--- config.mk ---
export PLATFORM = sky130hd
export DESIGN_NAME = acdpm_top
export DESIGN_NICKNAME = d
export VERILOG_FILES = /design/src/hdl/acdpm_pkg.sv /design/src/hdl/acdpm_divider.sv /design/src/hdl/acdpm_top.sv
export SDC_FILE = /design/constraint.sdc
export NUM_CORES = 1
export LEC_CHECK = 0
export ABC_AREA = 1
export BUFFER_PORTS_ARGS = -buffer_cell sky130_fd_sc_hd__buf_4
export CAP_MARGIN = 20
export CELL_PAD_IN_SITES_DETAIL_PLACEMENT = 0
export CELL_PAD_IN_SITES_GLOBAL_PLACEMENT = 1
export CORE_ASPECT_RATIO = 1.4
export CORE_MARGIN = 2
export CORE_UTILIZATION = 48
export CTS_BUF_LIST = sky130_fd_sc_hd__clkbuf_8
export CTS_CLUSTER_SIZE = 12
export DETAILED_ROUTE_END_ITERATION = 10
export PLACE_DENSITY_LB_ADDON = 0.1
export RECOVER_POWER = 50
export SYNTH_ARGS = -nofsm -noshare
export SYNTH_HDL_FRONTEND = slang
export SYNTH_HIERARCHICAL = 1
export SYNTH_SLANG_ARGS = --single-unit
--- constraint.sdc ---
create_clock -name i_sys_clk -period 43.5 [get_ports i_sys_clk]
set_input_delay 8.7 -clock i_sys_clk [delete_from_list [all_inputs] [get_ports i_sys_clk]]
set_output_delay 8.7 -clock i_sys_clk [all_outputs]
set_load 0.02 [all_outputs]
--- src/hdl/acdpm_pkg.sv ---
// Purpose: Shared constants for the sample clock divider and power mode block.
// Assumes: A single system clock at 250 MHz and byte-wide control registers.
// Notes: Register addresses, field positions, reset values and timing counts live here.
package acdpm_pkg;
	// ****************************************
	// Register map
	// ****************************************
	localparam logic [8:0] ADDR_RESET_CTRL = 9'h008;
	localparam logic [8:0] ADDR_CAL_STATUS = 9'h107;
	localparam logic [8:0] ADDR_CLK_CTRL = 9'h009;
	localparam logic [8:0] ADDR_POWER_CTRL = 9'h00a;
	// Digital reset control: bit 0 starts a digital reset and self-clears.
	localparam int RST_BIT = 0;
	// Clock control: divide minus one in bits 2:0, stabilizer enable in bit 3.
	localparam int DIV_LSB = 0;
	localparam int DIV_MSB = 2;
	localparam int DCS_BIT = 3;
	localparam logic [7:0] CLK_CTRL_RESET = 8'h08;
	// Power control: bits 1:0 select normal, power-down or standby.
	localparam logic [1:0] PWR_NORMAL = 2'h0;
	localparam logic [1:0] PWR_DOWN = 2'h1;
	localparam logic [1:0] PWR_STANDBY = 2'h2;
	localparam logic [7:0] CAL_BUSY_CODE = 8'h01;
	localparam logic [7:0] CAL_DONE_CODE = 8'h00;
	// ****************************************
	// Timing
	// ****************************************
	localparam int CLK_MHZ = 250;
	localparam int CAL_TIME_US = 20;
	localparam int CAL_CYCLES = CAL_TIME_US * CLK_MHZ;
	// Stabilizer lock is claimed only at or above this sample clock rate.
	localparam int DCS_MIN_MHZ = 20;
	// Stabilizer relock wait after a divide change, longest figure.
	localparam int DCS_RELOCK_NS = 5000;
	localparam int DCS_RELOCK_CYCLES = (DCS_RELOCK_NS * CLK_MHZ) / 1000;
endpackage

--- src/hdl/acdpm_divider.sv ---
// Purpose: Integer divider producing a sample clock enable and a squared clock.
// Assumes: Divide value may be changed by the caller at any time, not only at reset.
// Notes: With the stabilizer on, high time is half the last measured divided period, rounded down.
`timescale 1ns/100ps
module acdpm_divider #(
	parameter int MAX_DIV = 8
) (
	input wire logic i_sys_clk,
	input wire logic i_rstn,
	input wire logic i_run,
	input wire logic [2:0] i_div_m1,
	input wire logic i_dcs_en,
	input wire logic i_clk_in,
	output logic o_sample,
	output logic o_int_clk
);
	logic [2:0] cnt_q;
	logic [2:0] cnt_d;
	logic hi_q;
	logic hi_d;
	logic prev_q;
	logic prev_d;
	logic [15:0] per_q;
	logic [15:0] per_d;
	logic [15:0] len_q;
	logic [15:0] len_d;
	logic rise;
	logic fall;
	logic tick;
	// The period counter stops one short of all ones, so adding one to it never wraps.
	localparam logic [15:0] PER_MAX = 16'hfffe;

	initial begin
		if (MAX_DIV != 8) begin
			$error("acdpm_divider supports a maximum divide of 8 only");
		end
	end

	// ****************************************
	// Counting on rising input edges
	// ****************************************
	// A rising input edge at terminal count is one sample and starts a divided period.
	assign rise = i_clk_in && !prev_q;
	assign fall = !i_clk_in && prev_q;
	assign tick = i_run && rise && (cnt_q >= i_div_m1);

	// The stabilizer times the last divided period in system cycles and drops the clock halfway through it.
	// Counting input edges alone cannot give a half-period low for odd divides or a divide of one.
	always_comb begin
		prev_d = i_clk_in;
		cnt_d = cnt_q;
		hi_d = hi_q;
		per_d = per_q;
		len_d = len_q;
		if (!i_run) begin
			cnt_d = 3'h0;
			hi_d = 1'b0;
			per_d = 16'h0000;
			len_d = 16'h0000;
		end else begin
			if (per_q < PER_MAX) begin
				per_d = per_q + 16'h0001;
			end
			if (rise) begin
				cnt_d = (cnt_q >= i_div_m1) ? 3'h0 : 3'(cnt_q + 3'h1);
			end
			// Without the stabilizer the high time follows the raw input duty cycle.
			if (i_dcs_en) begin
				if ((per_q + 16'h0001) >= (len_q >> 1)) begin
					hi_d = 1'b0;
				end
			end else if (fall) begin
				hi_d = 1'b0;
			end
			// A new period wins over the falling edge of the one before.
			if (tick) begin
				hi_d = 1'b1;
				per_d = 16'h0000;
				len_d = per_q + 16'h0001;
			end
		end
	end

	always_ff @(posedge i_sys_clk or negedge i_rstn) begin
		if (!i_rstn) begin
			cnt_q <= 3'h0;
			hi_q <= 1'b0;
			prev_q <= 1'b0;
			per_q <= 16'h0000;
			len_q <= 16'h0000;
		end else begin
			cnt_q <= cnt_d;
			hi_q <= hi_d;
			prev_q <= prev_d;
			per_q <= per_d;
			len_q <= len_d;
		end
	end

	assign o_sample = tick;
	assign o_int_clk = hi_q;
endmodule

--- src/hdl/acdpm_top.sv ---
// Purpose: Sample clock division, duty cycle stabilizer status, power modes and calibration.
// Assumes: i_clk_in is far slower than i_sys_clk; register bus is byte wide, one cycle access.
// Notes: Reads return data one cycle after the read strobe.
`timescale 1ns/100ps
module acdpm_top #(
	parameter int CAL_CYCLES = acdpm_pkg::CAL_CYCLES,
	parameter int RELOCK_CYCLES = acdpm_pkg::DCS_RELOCK_CYCLES,
	parameter int CLK_IN_MHZ = 125
) (
	input wire logic i_sys_clk,
	input wire logic i_rstn,
	input wire logic i_clk_in,
	input wire logic i_spi_mode,
	input wire logic i_serial_data_powerdown_pin,
	input wire logic i_wr,
	input wire logic i_rd,
	input wire logic [8:0] i_addr,
	input wire logic [7:0] i_wdata,
	output logic [7:0] o_rdata,
	output logic o_sample,
	output logic o_int_clk,
	output logic o_dcs_locked,
	output logic o_out_drv_oe_n,
	output logic o_ref_on,
	output logic o_refbuf_on,
	output logic o_bias_on,
	output logic o_clk_on,
	output logic o_cal_busy
);
	typedef enum logic [2:0] {
		ST_CAL = 3'b001,
		ST_RUN = 3'b010,
		ST_OFF = 3'b100
	} acdpm_state_type;

	acdpm_state_type st_q;
	acdpm_state_type st_d;
	logic [31:0] cal_cnt_q;
	logic [31:0] cal_cnt_d;
	logic [31:0] lock_cnt_q;
	logic [31:0] lock_cnt_d;
	logic [7:0] clk_ctrl_q;
	logic [7:0] clk_ctrl_d;
	logic [1:0] pwr_q;
	logic [1:0] pwr_d;
	logic [7:0] rdata_q;
	logic [7:0] rdata_d;
	logic [2:0] pin_sync_q;
	logic [2:0] clk_sync_q;
	logic pin_pd_q;
	logic pin_pd_d;
	logic reset_req;
	logic pd_req;
	logic stby;
	logic run;
	logic [2:0] div_m1;

	initial begin
		if (CAL_CYCLES < 2 || RELOCK_CYCLES < 2 || CLK_IN_MHZ < 1) begin
			$error("acdpm_top parameters out of range");
		end
	end

	// ****************************************
	// Pin synchronisers
	// ****************************************
	// Three stages; only the agreeing second and third stage decide a pin change.
	always_ff @(posedge i_sys_clk or negedge i_rstn) begin
		if (!i_rstn) begin
			pin_sync_q <= 3'h0;
			clk_sync_q <= 3'h0;
			pin_pd_q <= 1'b0;
		end else begin
			pin_sync_q <= {pin_sync_q[1:0], i_serial_data_powerdown_pin};
			clk_sync_q <= {clk_sync_q[1:0], i_clk_in};
			pin_pd_q <= pin_pd_d;
		end
	end

	always_comb begin
		pin_pd_d = pin_pd_q;
		if (pin_sync_q[1] == pin_sync_q[2]) begin
			pin_pd_d = pin_sync_q[2];
		end
	end

	// ****************************************
	// Register file
	// ****************************************
	// A digital reset is a one-cycle strobe; the register bit itself reads back zero.
	assign reset_req = i_wr && (i_addr == acdpm_pkg::ADDR_RESET_CTRL) && i_wdata[acdpm_pkg::RST_BIT];

	always_comb begin
		clk_ctrl_d = clk_ctrl_q;
		pwr_d = pwr_q;
		rdata_d = 8'h00;
		if (i_wr && i_addr == acdpm_pkg::ADDR_CLK_CTRL) begin
			clk_ctrl_d = i_wdata;
		end
		if (i_wr && i_addr == acdpm_pkg::ADDR_POWER_CTRL) begin
			pwr_d = i_wdata[1:0];
		end
		if (i_rd) begin
			case (i_addr)
				acdpm_pkg::ADDR_RESET_CTRL: rdata_d = 8'h00;
				acdpm_pkg::ADDR_CLK_CTRL: rdata_d = clk_ctrl_q;
				acdpm_pkg::ADDR_POWER_CTRL: rdata_d = {6'h00, pwr_q};
				acdpm_pkg::ADDR_CAL_STATUS: rdata_d = (st_q == ST_CAL) ? acdpm_pkg::CAL_BUSY_CODE
					: acdpm_pkg::CAL_DONE_CODE;
				default: rdata_d = 8'h00;
			endcase
		end
	end

	always_ff @(posedge i_sys_clk or negedge i_rstn) begin
		if (!i_rstn) begin
			clk_ctrl_q <= acdpm_pkg::CLK_CTRL_RESET;
			pwr_q <= acdpm_pkg::PWR_NORMAL;
			rdata_q <= 8'h00;
		end else begin
			clk_ctrl_q <= clk_ctrl_d;
			pwr_q <= pwr_d;
			rdata_q <= rdata_d;
		end
	end

	// ****************************************
	// Power and calibration sequencer
	// ****************************************
	// sources of power-down
	assign pd_req = i_spi_mode ? (pwr_q == acdpm_pkg::PWR_DOWN) : pin_pd_q;
	assign stby = i_spi_mode && (pwr_q == acdpm_pkg::PWR_STANDBY);

	always_comb begin
		st_d = st_q;
		cal_cnt_d = cal_cnt_q;
		case (st_q)
			ST_CAL: begin
				// Standby during calibration is the host's fault; calibration still finishes first.
				cal_cnt_d = cal_cnt_q + 32'h1;
				if (cal_cnt_q >= 32'(CAL_CYCLES - 1)) begin
					st_d = ST_RUN;
				end
			end
			ST_RUN: begin
				if (reset_req) begin
					st_d = ST_CAL;
					cal_cnt_d = 32'h0;
				end else if (pd_req || stby) begin
					st_d = ST_OFF;
				end
			end
			ST_OFF: begin
				if (reset_req) begin
					st_d = ST_CAL;
					cal_cnt_d = 32'h0;
				end else if (!pd_req && !stby) begin
					st_d = ST_RUN;
				end
			end
			default: begin
				st_d = ST_CAL;
				cal_cnt_d = 32'h0;
			end
		endcase
	end

	always_ff @(posedge i_sys_clk or negedge i_rstn) begin
		if (!i_rstn) begin
			st_q <= ST_CAL;
			cal_cnt_q <= 32'h0;
		end else begin
			st_q <= st_d;
			cal_cnt_q <= cal_cnt_d;
		end
	end

	assign run = (st_q != ST_OFF);
	assign o_out_drv_oe_n = !run;
	assign o_ref_on = run || stby;
	assign o_refbuf_on = run;
	assign o_bias_on = run;
	assign o_clk_on = run;
	assign o_cal_busy = (st_q == ST_CAL);
	assign o_rdata = rdata_q;

	// ****************************************
	// Divider and stabilizer lock
	// ****************************************
	assign div_m1 = clk_ctrl_q[acdpm_pkg::DIV_MSB:acdpm_pkg::DIV_LSB];

	acdpm_divider #(
		.MAX_DIV(8)
	) u_div (
		.i_sys_clk(i_sys_clk),
		.i_rstn(i_rstn),
		.i_run(run),
		.i_div_m1(div_m1),
		.i_dcs_en(clk_ctrl_q[acdpm_pkg::DCS_BIT]),
		.i_clk_in(clk_sync_q[2]),
		.o_sample(o_sample),
		.o_int_clk(o_int_clk)
	);

	always_comb begin
		lock_cnt_d = lock_cnt_q;
		if (!run || !clk_ctrl_q[acdpm_pkg::DCS_BIT] || clk_ctrl_d != clk_ctrl_q
			|| (CLK_IN_MHZ / (32'(div_m1) + 1)) < acdpm_pkg::DCS_MIN_MHZ) begin
			lock_cnt_d = 32'h0;
		end else if (lock_cnt_q < 32'(RELOCK_CYCLES)) begin
			lock_cnt_d = lock_cnt_q + 32'h1;
		end
	end

	always_ff @(posedge i_sys_clk or negedge i_rstn) begin
		if (!i_rstn) begin
			lock_cnt_q <= 32'h0;
		end else begin
			lock_cnt_q <= lock_cnt_d;
		end
	end

	assign o_dcs_locked = (lock_cnt_q >= 32'(RELOCK_CYCLES));

	// ****************************************
	// Checks
	// ****************************************
	property p_cal_after_reset;
		@(posedge i_sys_clk) disable iff (!i_rstn) reset_req |=> o_cal_busy;
	endproperty
	a_cal_after_reset: assert property (p_cal_after_reset) else $error("reset did not start calibration");

	property p_status_busy;
		@(posedge i_sys_clk) disable iff (!i_rstn) (i_rd && i_addr == acdpm_pkg::ADDR_CAL_STATUS && o_cal_busy)
			|=> o_rdata != 8'h00;
	endproperty
	a_status_busy: assert property (p_status_busy) else $error("busy calibration read as zero");

	property p_status_done;
		@(posedge i_sys_clk) disable iff (!i_rstn) (i_rd && i_addr == acdpm_pkg::ADDR_CAL_STATUS && !o_cal_busy)
			|=> o_rdata == 8'h00;
	endproperty
	a_status_done: assert property (p_status_done) else $error("finished calibration read nonzero");

	property p_hiz_off;
		@(posedge i_sys_clk) disable iff (!i_rstn) !run |-> o_out_drv_oe_n && !o_clk_on && !o_bias_on;
	endproperty
	a_hiz_off: assert property (p_hiz_off) else $error("drivers or clock on in power-down");

	property p_pin_pd;
		@(posedge i_sys_clk) disable iff (!i_rstn) (!i_spi_mode && pin_pd_q && st_q == ST_RUN && !reset_req)
			|=> !o_refbuf_on;
	endproperty
	a_pin_pd: assert property (p_pin_pd) else $error("pin did not power down");

	property p_standby_ref;
		@(posedge i_sys_clk) disable iff (!i_rstn) stby |-> o_ref_on;
	endproperty
	a_standby_ref: assert property (p_standby_ref) else $error("reference off in standby");

	property p_no_sample_off;
		@(posedge i_sys_clk) disable iff (!i_rstn) !run |-> !o_sample;
	endproperty
	a_no_sample_off: assert property (p_no_sample_off) else $error("sample produced in power-down");

	property p_lock_drop;
		@(posedge i_sys_clk) disable iff (!i_rstn) (clk_ctrl_d != clk_ctrl_q) |=> !o_dcs_locked;
	endproperty
	a_lock_drop: assert property (p_lock_drop) else $error("lock kept across rate change");
endmodule

Yosys cells after proc, flatten, opt, wreduce, memory -nomap -nowiden
Index checks and enable logic that the tools add are counted.
- bits in registers: 129
- latch bits: 0
- bits in writable memories: 0
- ROM bits: 0
- output and inout bits: 17
- word-level logic and storage cells: 101
- memories kept: 0
- add/sub/neg operators: 5
- $mul: 0
- div/mod/pow operators: 1
- $lt $le $gt $ge: 7
- equality and inequality tests: 21
- shift-type cells: 0
- mux-type cells: 28
- bitwise operators: 0
- reduce and logical (&&, ||, !) cells: 25
- operators with widths (operator ; number):
    2-to-1 mux 32 bit ; 3
    2-to-1 mux 16 bit ; 5
    adder 32 x 1 -> 32 bit (second input constant) ; 2
    one-hot mux 32 bit (2 select lines) ; 1
    divider 7 x 32 -> 32 bit (first input constant) ; 1
    >= comparator 32 x 11 -> 1 bit (second input constant) ; 1
    >= comparator 32 x 13 -> 1 bit (second input constant) ; 1
    < comparator 32 x 11 -> 1 bit (second input constant) ; 1
    < comparator 32 x 5 -> 1 bit (second input constant) ; 1
    == test 9 x 4 -> 1 bit (second input constant) ; 3
    2-to-1 mux 3 bit ; 8
    one-hot mux 8 bit (3 select lines) ; 1
    adder 16 x 1 -> 16 bit (second input constant) ; 1
    >= comparator 16 x 15 -> 1 bit ; 1
    < comparator 16 bit (second input constant) ; 1
    2-to-1 mux 8 bit ; 2
    logical AND 1 bit ; 10
    == test 9 bit (second input constant) ; 1
    inequality test 3 bit (second input constant) ; 3
    one-hot mux 3 bit (3 select lines) ; 1
    inequality test 4 x 3 -> 1 bit (second input constant) ; 2
    inequality test 8 bit ; 1
    2-to-1 mux 1 bit ; 7
    logical NOT 1 bit ; 6
    17 further kinds ; 23

Logic depth before layout (Yosys ltp)
Gate-level depths: netlist (run 1).
- depth after elaboration: 7
- depth in mapped cells: 307
- gate-level depth less buffers: 280

Hierarchy
The synthesis (run 1) kept the hierarchy.
- modules (own cells, without submodules) (module ; times used ; cells an instance ; area an instance (um^2) ; seq. area each (um^2)):
    acdpm_top ; 1 ; 4225 ; 25385.6 ; 2304.7
    acdpm_divider ; 1 ; 249 ; 2189.6 ; 900.9

Worst setup path after synthesis (run 1)
No wires, ideal clock.
- path type: reg2reg
- start: reg clk_ctrl_q[0]
- end: reg lock_cnt_q[1]
- data arrival time: 38.841 ns
- path slack: 4.532 ns
- cell stages (with the launch flop): 296
- path buffers: 27
- cells stage by stage: dfrtp_1 buf_6 inv_6 clkbuf_8 clkbuf_8 clkbuf_8 clkbuf_8 clkbuf_8 clkbuf_8 ha_1 buf_6 inv_4 nand2_2 nand2_4 o22ai_1 ha_1 nand2_1 clkinv_1 [260 not listed] inv_1 a211oi_1 nand4_1 nor2_2 nand2_2 nor2_2 nand2_4 inv_1 nand2_1 o31ai_1 ha_1 a211oi_1 nand4_1 nand2_1 nand2_2 nand2_4 buf_12 nor2_4
- word-level cells in the longest chain between the ends: 5
- ends and longest elaborated chain (item ; RTL line ; RTL):
    start: declaration ; acdpm_top.sv:42 ; logic [7:0] clk_ctrl_q;
    start signal: assignment ; acdpm_top.sv:117 ; clk_ctrl_q <= acdpm_pkg::CLK_CTRL_RESET;
    start signal: assignment ; acdpm_top.sv:121 ; clk_ctrl_q <= clk_ctrl_d;
    adder 3 x 1 -> 4 bit or 2-to-1 mux 8 bit (tied branches) ; acdpm_top.sv:208, acdpm_top.sv:97 ;
    divider 7 x 32 -> 32 bit or inequality test 8 bit (tied branches) ; acdpm_top.sv:208, acdpm_top.sv:207 ;
    < comparator 32 x 5 -> 1 bit or logical OR 1 bit (tied branches) ; acdpm_top.sv:208, acdpm_top.sv:207 ;
    logical OR 1 bit * ; acdpm_top.sv:208 ; || (CLK_IN_MHZ / (32'(div_m1) + 1)) < acdpm_pkg::DCS_MIN_MHZ) begin
    2-to-1 mux 32 bit or nonzero test 2 bit (tied branches) ; -- ;
    end signal: assignment ; acdpm_top.sv:219 ; lock_cnt_q <= lock_cnt_d;
    end: declaration ; acdpm_top.sv:40 ; logic [31:0] lock_cnt_q;
Mark *: on every way between the ends. The rest lies on a longest branch, timed or not.
A chain may end at the register's enable or synchronous reset.

Worst setup path after layout (run 1)
- start: reg clk_ctrl_q[0]
- end: reg lock_cnt_q[0]
Same word-level chain as after synthesis.

==> results of run 1 <==
==> per-layer routing <==
metal | wire [um] | vias to the layer above | part of all wire (%) | global-route usage [%]
li1 | - | 14356 | - | -
met4 | 3032 | 0 | 3.7 | 10.57
met3 | 2000 | 170 | 2.4 | 1.619
met5 | 0 | - | 0 | 0
met2 | 43560 | 462 | 53 | 52.90
met1 | 33340 | 12469 | 41 | 30.90
==> per-stage QoR <==
step | std cells | worst slack, ns
after floorplan | 4474 | 4.532
after global placement | 5175 | 0.9316
after detailed placement | 5175 | -0.1665
after CTS | 5206 | 0.2460
after global routing | 5245 | -0.03850
final | 5245 | 4.102
==> worst register-to-register path: cells and delay by family (launching register included) <==
family	cells	cell delay [ns]
fa+ha+maj	29	9.38
flops	1	0.42
compound gates	41	6.14
buf+inv	50	4.57
simple gates	152	18.77
==> layout make-up <==
class	count	area, um^2	share of cell area, %
multi-input combinational	3514	20440	71.52
inverter	744	2912	10.18
clock inverter	12	120.1	0.4202
sequential	128	3208	11.22
tap	735	919.6	3.217
timing repair buffer	93	721.9	2.525
clock buffer	19	261.5	0.9147
==> timing repair <==
| item | CTS | global route |
|---|---|---|
| resized for setup | 2 | 42 |
| pin swaps | 0 | 10 |
| endpoints found under the setup margin | 32 | 32 |
| setup buffers | 0 | 34 |
| gates cloned | 0 | 5 |
==> cells in the final DEF (no fill, tap or decap), drive strengths merged, types with 3 or more instances in the layout <==
cell type / Yosys / final
nand3b: 49 / 49
inv: 688 / 689
clkinvlp: 0 / 3
nor4: 20 / 20
o31ai: 3 / 3
clkinv: 55 / 61
nor2: 649 / 649
nand4: 198 / 198
o21a: 6 / 6
xnor2: 29 / 29
a211oi: 5 / 5
ha: 68 / 68
a221oi: 4 / 4
bufinv: 1 / 3
nand2: 1495 / 1498
dfrtp: 126 / 126
nor3: 44 / 44
o22ai: 15 / 15
clkbuf: 29 / 29
xor2: 43 / 43
and2: 5 / 5
buf: 63 / 83
or2: 5 / 5
a21oi: 95 / 95
o21bai: 11 / 11
o211ai: 6 / 6
nand3: 574 / 576
o21ai: 172 / 172
==> flip-flops by register name, summed over array words and instances (netlist names), 2 cells and up <==
name	cells
cal_cnt_q	32
u_div/len_q	15
u_div/cnt_q	3
clk_sync_q	3
pin_sync_q	3
u_div/per_q	16
pwr_q	2
o_rdata	8
lock_cnt_q	32
st_q	3
clk_ctrl_q	8
==> logic make-up after synthesis <==
family                     share of synthesized area, %
and+or+nand+nor                                   60.85
DFF                                               11.62
buffers and inverters                             14.81
xor gates and xnor gates                          2.369
AOI/OAI and AO/OA                                 7.219
adders and majority gates                         3.122
==> path summary, 6_finish.rpt <==
path | startpoint | end | slack [ns]
worst max-delay path | clk_ctrl_q[0]$_DFF_PN0_ | lock_cnt_q[0]$_DFFE_PN0P_ | 4.10
worst min-delay path | pin_sync_q[0]$_DFF_PN0_ | pin_sync_q[1]$_DFF_PN0_ | 0.36
worst max register to register | clk_ctrl_q[0]$_DFF_PN0_ | lock_cnt_q[0]$_DFFE_PN0P_ | 4.10
worst min register to register | pin_sync_q[0]$_DFF_PN0_ | pin_sync_q[1]$_DFF_PN0_ | 0.36
max in group asynchronous | i_rstn | u_div/len_q[15]$_DFFE_PN0P_ | 29.44
min in group asynchronous | i_rstn | pin_sync_q[1]$_DFF_PN0_ | 9.27
==> results.json, run 1 <==
{
  "status": "finished, violations left",
  "violations": "capacitance limit, slew limit",
  "cts_made_buffers": 17,
  "die_x_um": 206.6,
  "cts_hold_buf": 0,
  "worst_path_largest_cell_delay_ns": 0.42,
  "slew_violations": 131,
  "dieArea_um2": 59410,
  "avgSynthCellArea_um2": 6.163,
  "start_util_pct": 48.74,
  "htreeDepth": 4,
  "period_needed_ns": 39.40,
  "path_clk_slew_ns": 0.07,
  "finalNetCount": 4590,
  "synthArstFlopShare_pct": 100.0,
  "min_path_cells": 0,
  "num_io_pins": 41,
  "endpoint_kind": "register",
  "worst_pin_slew_ns": 3.804,
  "dr.first_iter.drc_count": 1362,
  "ys_seq_elements": 128,
  "cp_num_cells": 272,
  "yosys-top-cells-count": "nand2_1 (1,138), inv_1 (614), nor2_1 (442)",
  "finalCritPeriodShare_pct": 90.57,
  "cts-root-buf": "clkbuf_8",
  "vias": 27457,
  "cp_data_arrival_time_ns": 39.73,
  "maxCapViolCount": 2,
  "synthesis.area_um2": 27580,
  "hold_violations": 0,
  "drt-total-wl_um": 81930,
  "overflow": 0,
  "firstDrtPassIters": 5,
  "path_class": "register to register",
  "num_antenna_cells": 0,
  "cts_tree": "yes",
  "gp_congestion": 0.9394,
  "synth_area_leaders": "nand2_1 (15%), dfrtp_1 (11%), inv_1 (8.4%), nand3_1 (7.3%), nor2_1 (6.0%)",
  "synth-main-ff-cell": "dfrtp_1",
  "yosys_warnings": 6,
  "grt_max_degree": 73,
  "synth.distinct_cells": 75,
  "hold_ws_ns": 0.3581,
  "worstHoldPathType": "register to register",
  "required_ns": 43.83,
  "yosysMostFrequentCell": "nand2_1",
  "critPathMaxFanout": 21,
  "synth_top_area_share_pct": 15.49,
  "die_h_um": 287.6,
  "num_rows": 103,
  "drive_gt1_share_pct": 23.33,
  "finalSetupViolations": 0,
  "dpl_cell_area_um2": 27770,
  "hpwlAfterDp_um": 65930,
  "synth.largest_area_cell": "nand2_1",
  "grt_pass1_vias": 26826,
  "drc": 0,
  "post-route-util_pct": 50.53,
  "reg2reg_depth": 272,
  "ys_seq_area_share_pct": 11.62,
  "critPathSlowestCell": "dfrtp_2",
  "fillers": 6199,
  "floorplan.core_area_um2": 56580,
  "cp_common_cell": "inv_1",
  "grt_use_total_pct": 27.41,
  "syn2layout_area_growth_pct": 3.671,
  "relSlewSlack_pct": -153.6,
  "detail-route-antenna-nets": 0,
  "path_delay_family": "simple AND/OR/NAND/NOR gates",
  "grt_antenna_before_repair": 0,
  "routedWlPerCell_um": 15.62,
  "synth_nets": 4566,
  "cts_sinks": 128,
  "clockBufferDepth": 2,
  "critical_path.startpoint_type": "register",
  "skew_ns": 0.01368,
  "portBuffers": 40,
  "synth_edf_count": 0,
  "fin_area_um2": 28590,
  "syn_inst": 4474,
  "routed_via_density": 5.235,
  "cp.buffers_inverters": 50,
  "setup-tns-final_ns": 0,
  "grt_pass1_wl_um": 132900,
  "timing.fmax_ghz": 0.02538,
  "insertion_delay_ns": 0.44
}
Power of run 1 is not shown: default switching activity piles up to over one toggle a cycle in this logic, so the estimate is an artifact.
==> run 2, diff against run 1 <==
--- a/config.mk
+++ b/config.mk
@@ -18,6 +18,7 @@
 export DETAILED_ROUTE_END_ITERATION = 10
 export PLACE_DENSITY_LB_ADDON = 0.1
 export RECOVER_POWER = 50
+export REMOVE_ABC_BUFFERS = 1
 export SYNTH_ARGS = -nofsm -noshare
 export SYNTH_HDL_FRONTEND = slang
 export SYNTH_HIERARCHICAL = 1
==> run 2 against run 1 <==
Effect of this change:
- the run still ends with capacitance limit, slew limit left
- wire length down 1.1%
- worst setup slack worse by 0.083 ns
- die area unchanged
- critical path depth unchanged
- flip-flop and latch count unchanged
- utilization down 0.18 points
- register-to-register slack worse by 0.08 ns
- first-iteration DRC count down 2.5%
- cell count down 0.17%
- global-route usage down 0.31 points
- worst hold slack worse by 0.0052 ns
- non-clock buffer count down 8
- highest routed layer unchanged
==> results.json, run 2 (synthesized netlist as in run 1, its figures left out) <==
{
  "status": "finished, violations left",
  "violations": "capacitance limit, slew limit",
  "firstDrtPassIters": 9,
  "htreeDepth": 4,
  "gp_congestion": 0.9108,
  "drive_gt1_share_pct": 23.08,
  "cts_sinks": 128,
  "finalCritPeriodShare_pct": 90.76,
  "final_common_cell": "nand2_1",
  "grt_use_total_pct": 27.10,
  "endpoint_kind": "register",
  "insertion_delay_ns": 0.45,
  "die_x_um": 206.6,
  "finalSetupViolations": 0,
  "drt-total-wl_um": 81010,
  "die_h_um": 287.6,
  "skew_ns": 0.009300,
  "cts_tree": "yes",
  "worst_pin_slew_ns": 3.969,
  "path_class": "register to register",
  "portBuffers": 40,
  "critPathMaxFanout": 34,
  "cp_common_cell": "inv_1",
  "floorplan.core_area_um2": 56580,
  "overflow": 0,
  "required_ns": 43.84,
  "hpwlAfterDp_um": 65180,
  "cts_hold_buf": 0,
  "num_io_pins": 41,
  "fillers": 6156,
  "cts-root-buf": "clkbuf_8",
  "maxCapViolCount": 2,
  "routed_via_density": 5.255,
  "finalNetCount": 4581,
  "num_rows": 103,
  "cp_data_arrival_time_ns": 39.82,
  "grt_max_degree": 77,
  "drc": 0,
  "top_regs": "cal_cnt_q (32), lock_cnt_q (32), u_div/per_q (16)",
  "vias": 27515,
  "critical_path.startpoint_type": "register",
  "routedWlPerCell_um": 15.47,
  "start_util_pct": 48.74,
  "num_antenna_cells": 0,
  "grt_pass1_vias": 26494,
  "period_needed_ns": 39.48,
  "clockBufferDepth": 2,
  "timing.fmax_ghz": 0.02533,
  "path_clk_slew_ns": 0.08,
  "cts_made_buffers": 17,
  "detail-route-antenna-nets": 0,
  "syn2layout_area_growth_pct": 3.299,
  "post-route-util_pct": 50.35,
  "grt_antenna_before_repair": 0,
  "dr.first_iter.drc_count": 1328,
  "relSlewSlack_pct": -164.6,
  "hold_violations": 0,
  "slew_violations": 131,
  "critPathSlowestCell": "dfrtp_2",
  "worst_path_largest_cell_delay_ns": 0.44,
  "worstHoldPathType": "register to register",
  "grt_pass1_wl_um": 131800,
  "layout_common_cells": "nand2_1 (1,137), inv_1 (615), nor2_1 (442), nand3_1 (404), nand2_2 (242)",
  "dieArea_um2": 59410
}
[run 2: area by class of cell]
type	instances	area [um^2]	area share, %
tap	735	919.6	3.229
timing repair buffer	85	620.6	2.179
multi-input combinational	3513	20430	71.73
clock inverter	14	157.7	0.5535
sequential	128	3208	11.26
inverter	744	2914	10.23
clock buffer	17	234.0	0.8214
[run 2: final timing paths]
| kind | cells past startpoint | endpoint | slack (ns) | startpoint |
|---|---|---|---|---|
| hold reg to reg | 0 | pin_sync_q[1]$_DFF_PN0_ | 0.35 | pin_sync_q[0]$_DFF_PN0_ |
| setup reg to reg | 272 | lock_cnt_q[6]$_DFFE_PN0P_ | 4.02 | clk_ctrl_q[0]$_DFF_PN0_ |
| min in group asynchronous | 1 | u_div/o_int_clk$_DFFE_PN0P_ | 9.23 | i_rstn |
| setup / recovery | 272 | lock_cnt_q[6]$_DFFE_PN0P_ | 4.02 | clk_ctrl_q[0]$_DFF_PN0_ |
| hold / removal | 0 | pin_sync_q[1]$_DFF_PN0_ | 0.35 | pin_sync_q[0]$_DFF_PN0_ |
| max in group asynchronous | 2 | clk_ctrl_q[0]$_DFF_PN0_ | 29.12 | i_rstn |
[run 2: what timing repair did]
item                                    in CTS  in global routing
endpoints found under the setup margin      32                 32
gates resized for setup                      1                 37
buffers inserted                             0                 27
cloned                                       0                  4
pin swaps                                    0                  8
[run 2: critical path, delay by kind of cell, from the launching register on]
| kind | cells | cell delay, ns |
|---|---|---|
| adders and majority gates | 29 | 9.56 |
| AOI/OAI and AO/OA | 41 | 6.22 |
| DFF | 1 | 0.44 |
| buffers and inverters | 49 | 4.25 |
| and+or+nand+nor | 153 | 18.74 |
[run 2: per-layer routing]
layer / part of all wire [%] / vias up / track usage, %
met1: 41 / 12627 / 31.07
met5: 0 / - / 0
met2: 53 / 405 / 52.66
met4: 3.1 / 0 / 8.304
li1: - / 14328 / -
met3: 2.1 / 155 / 1.653
[run 2: per-stage QoR]
step | hold slack [ns] | std cells | setup slack (ns) | area (um^2) | setup TNS, ns
floorplan | 0.3312 | 4381 | 1.972 | 26390 | 0
global placement | 0.3320 | 5174 | 0.9649 | 27760 | 0
detailed placement | 0.3355 | 5174 | -0.07897 | 27760 | -0.1469
CTS | 0.3538 | 5205 | 0.06916 | 28160 | 0
global route | 0.3582 | 5236 | -0.04434 | 28480 | -0.4741
finish | 0.3529 | 5236 | 4.019 | 28480 | 0
Power of run 2 is left out for the same reason.
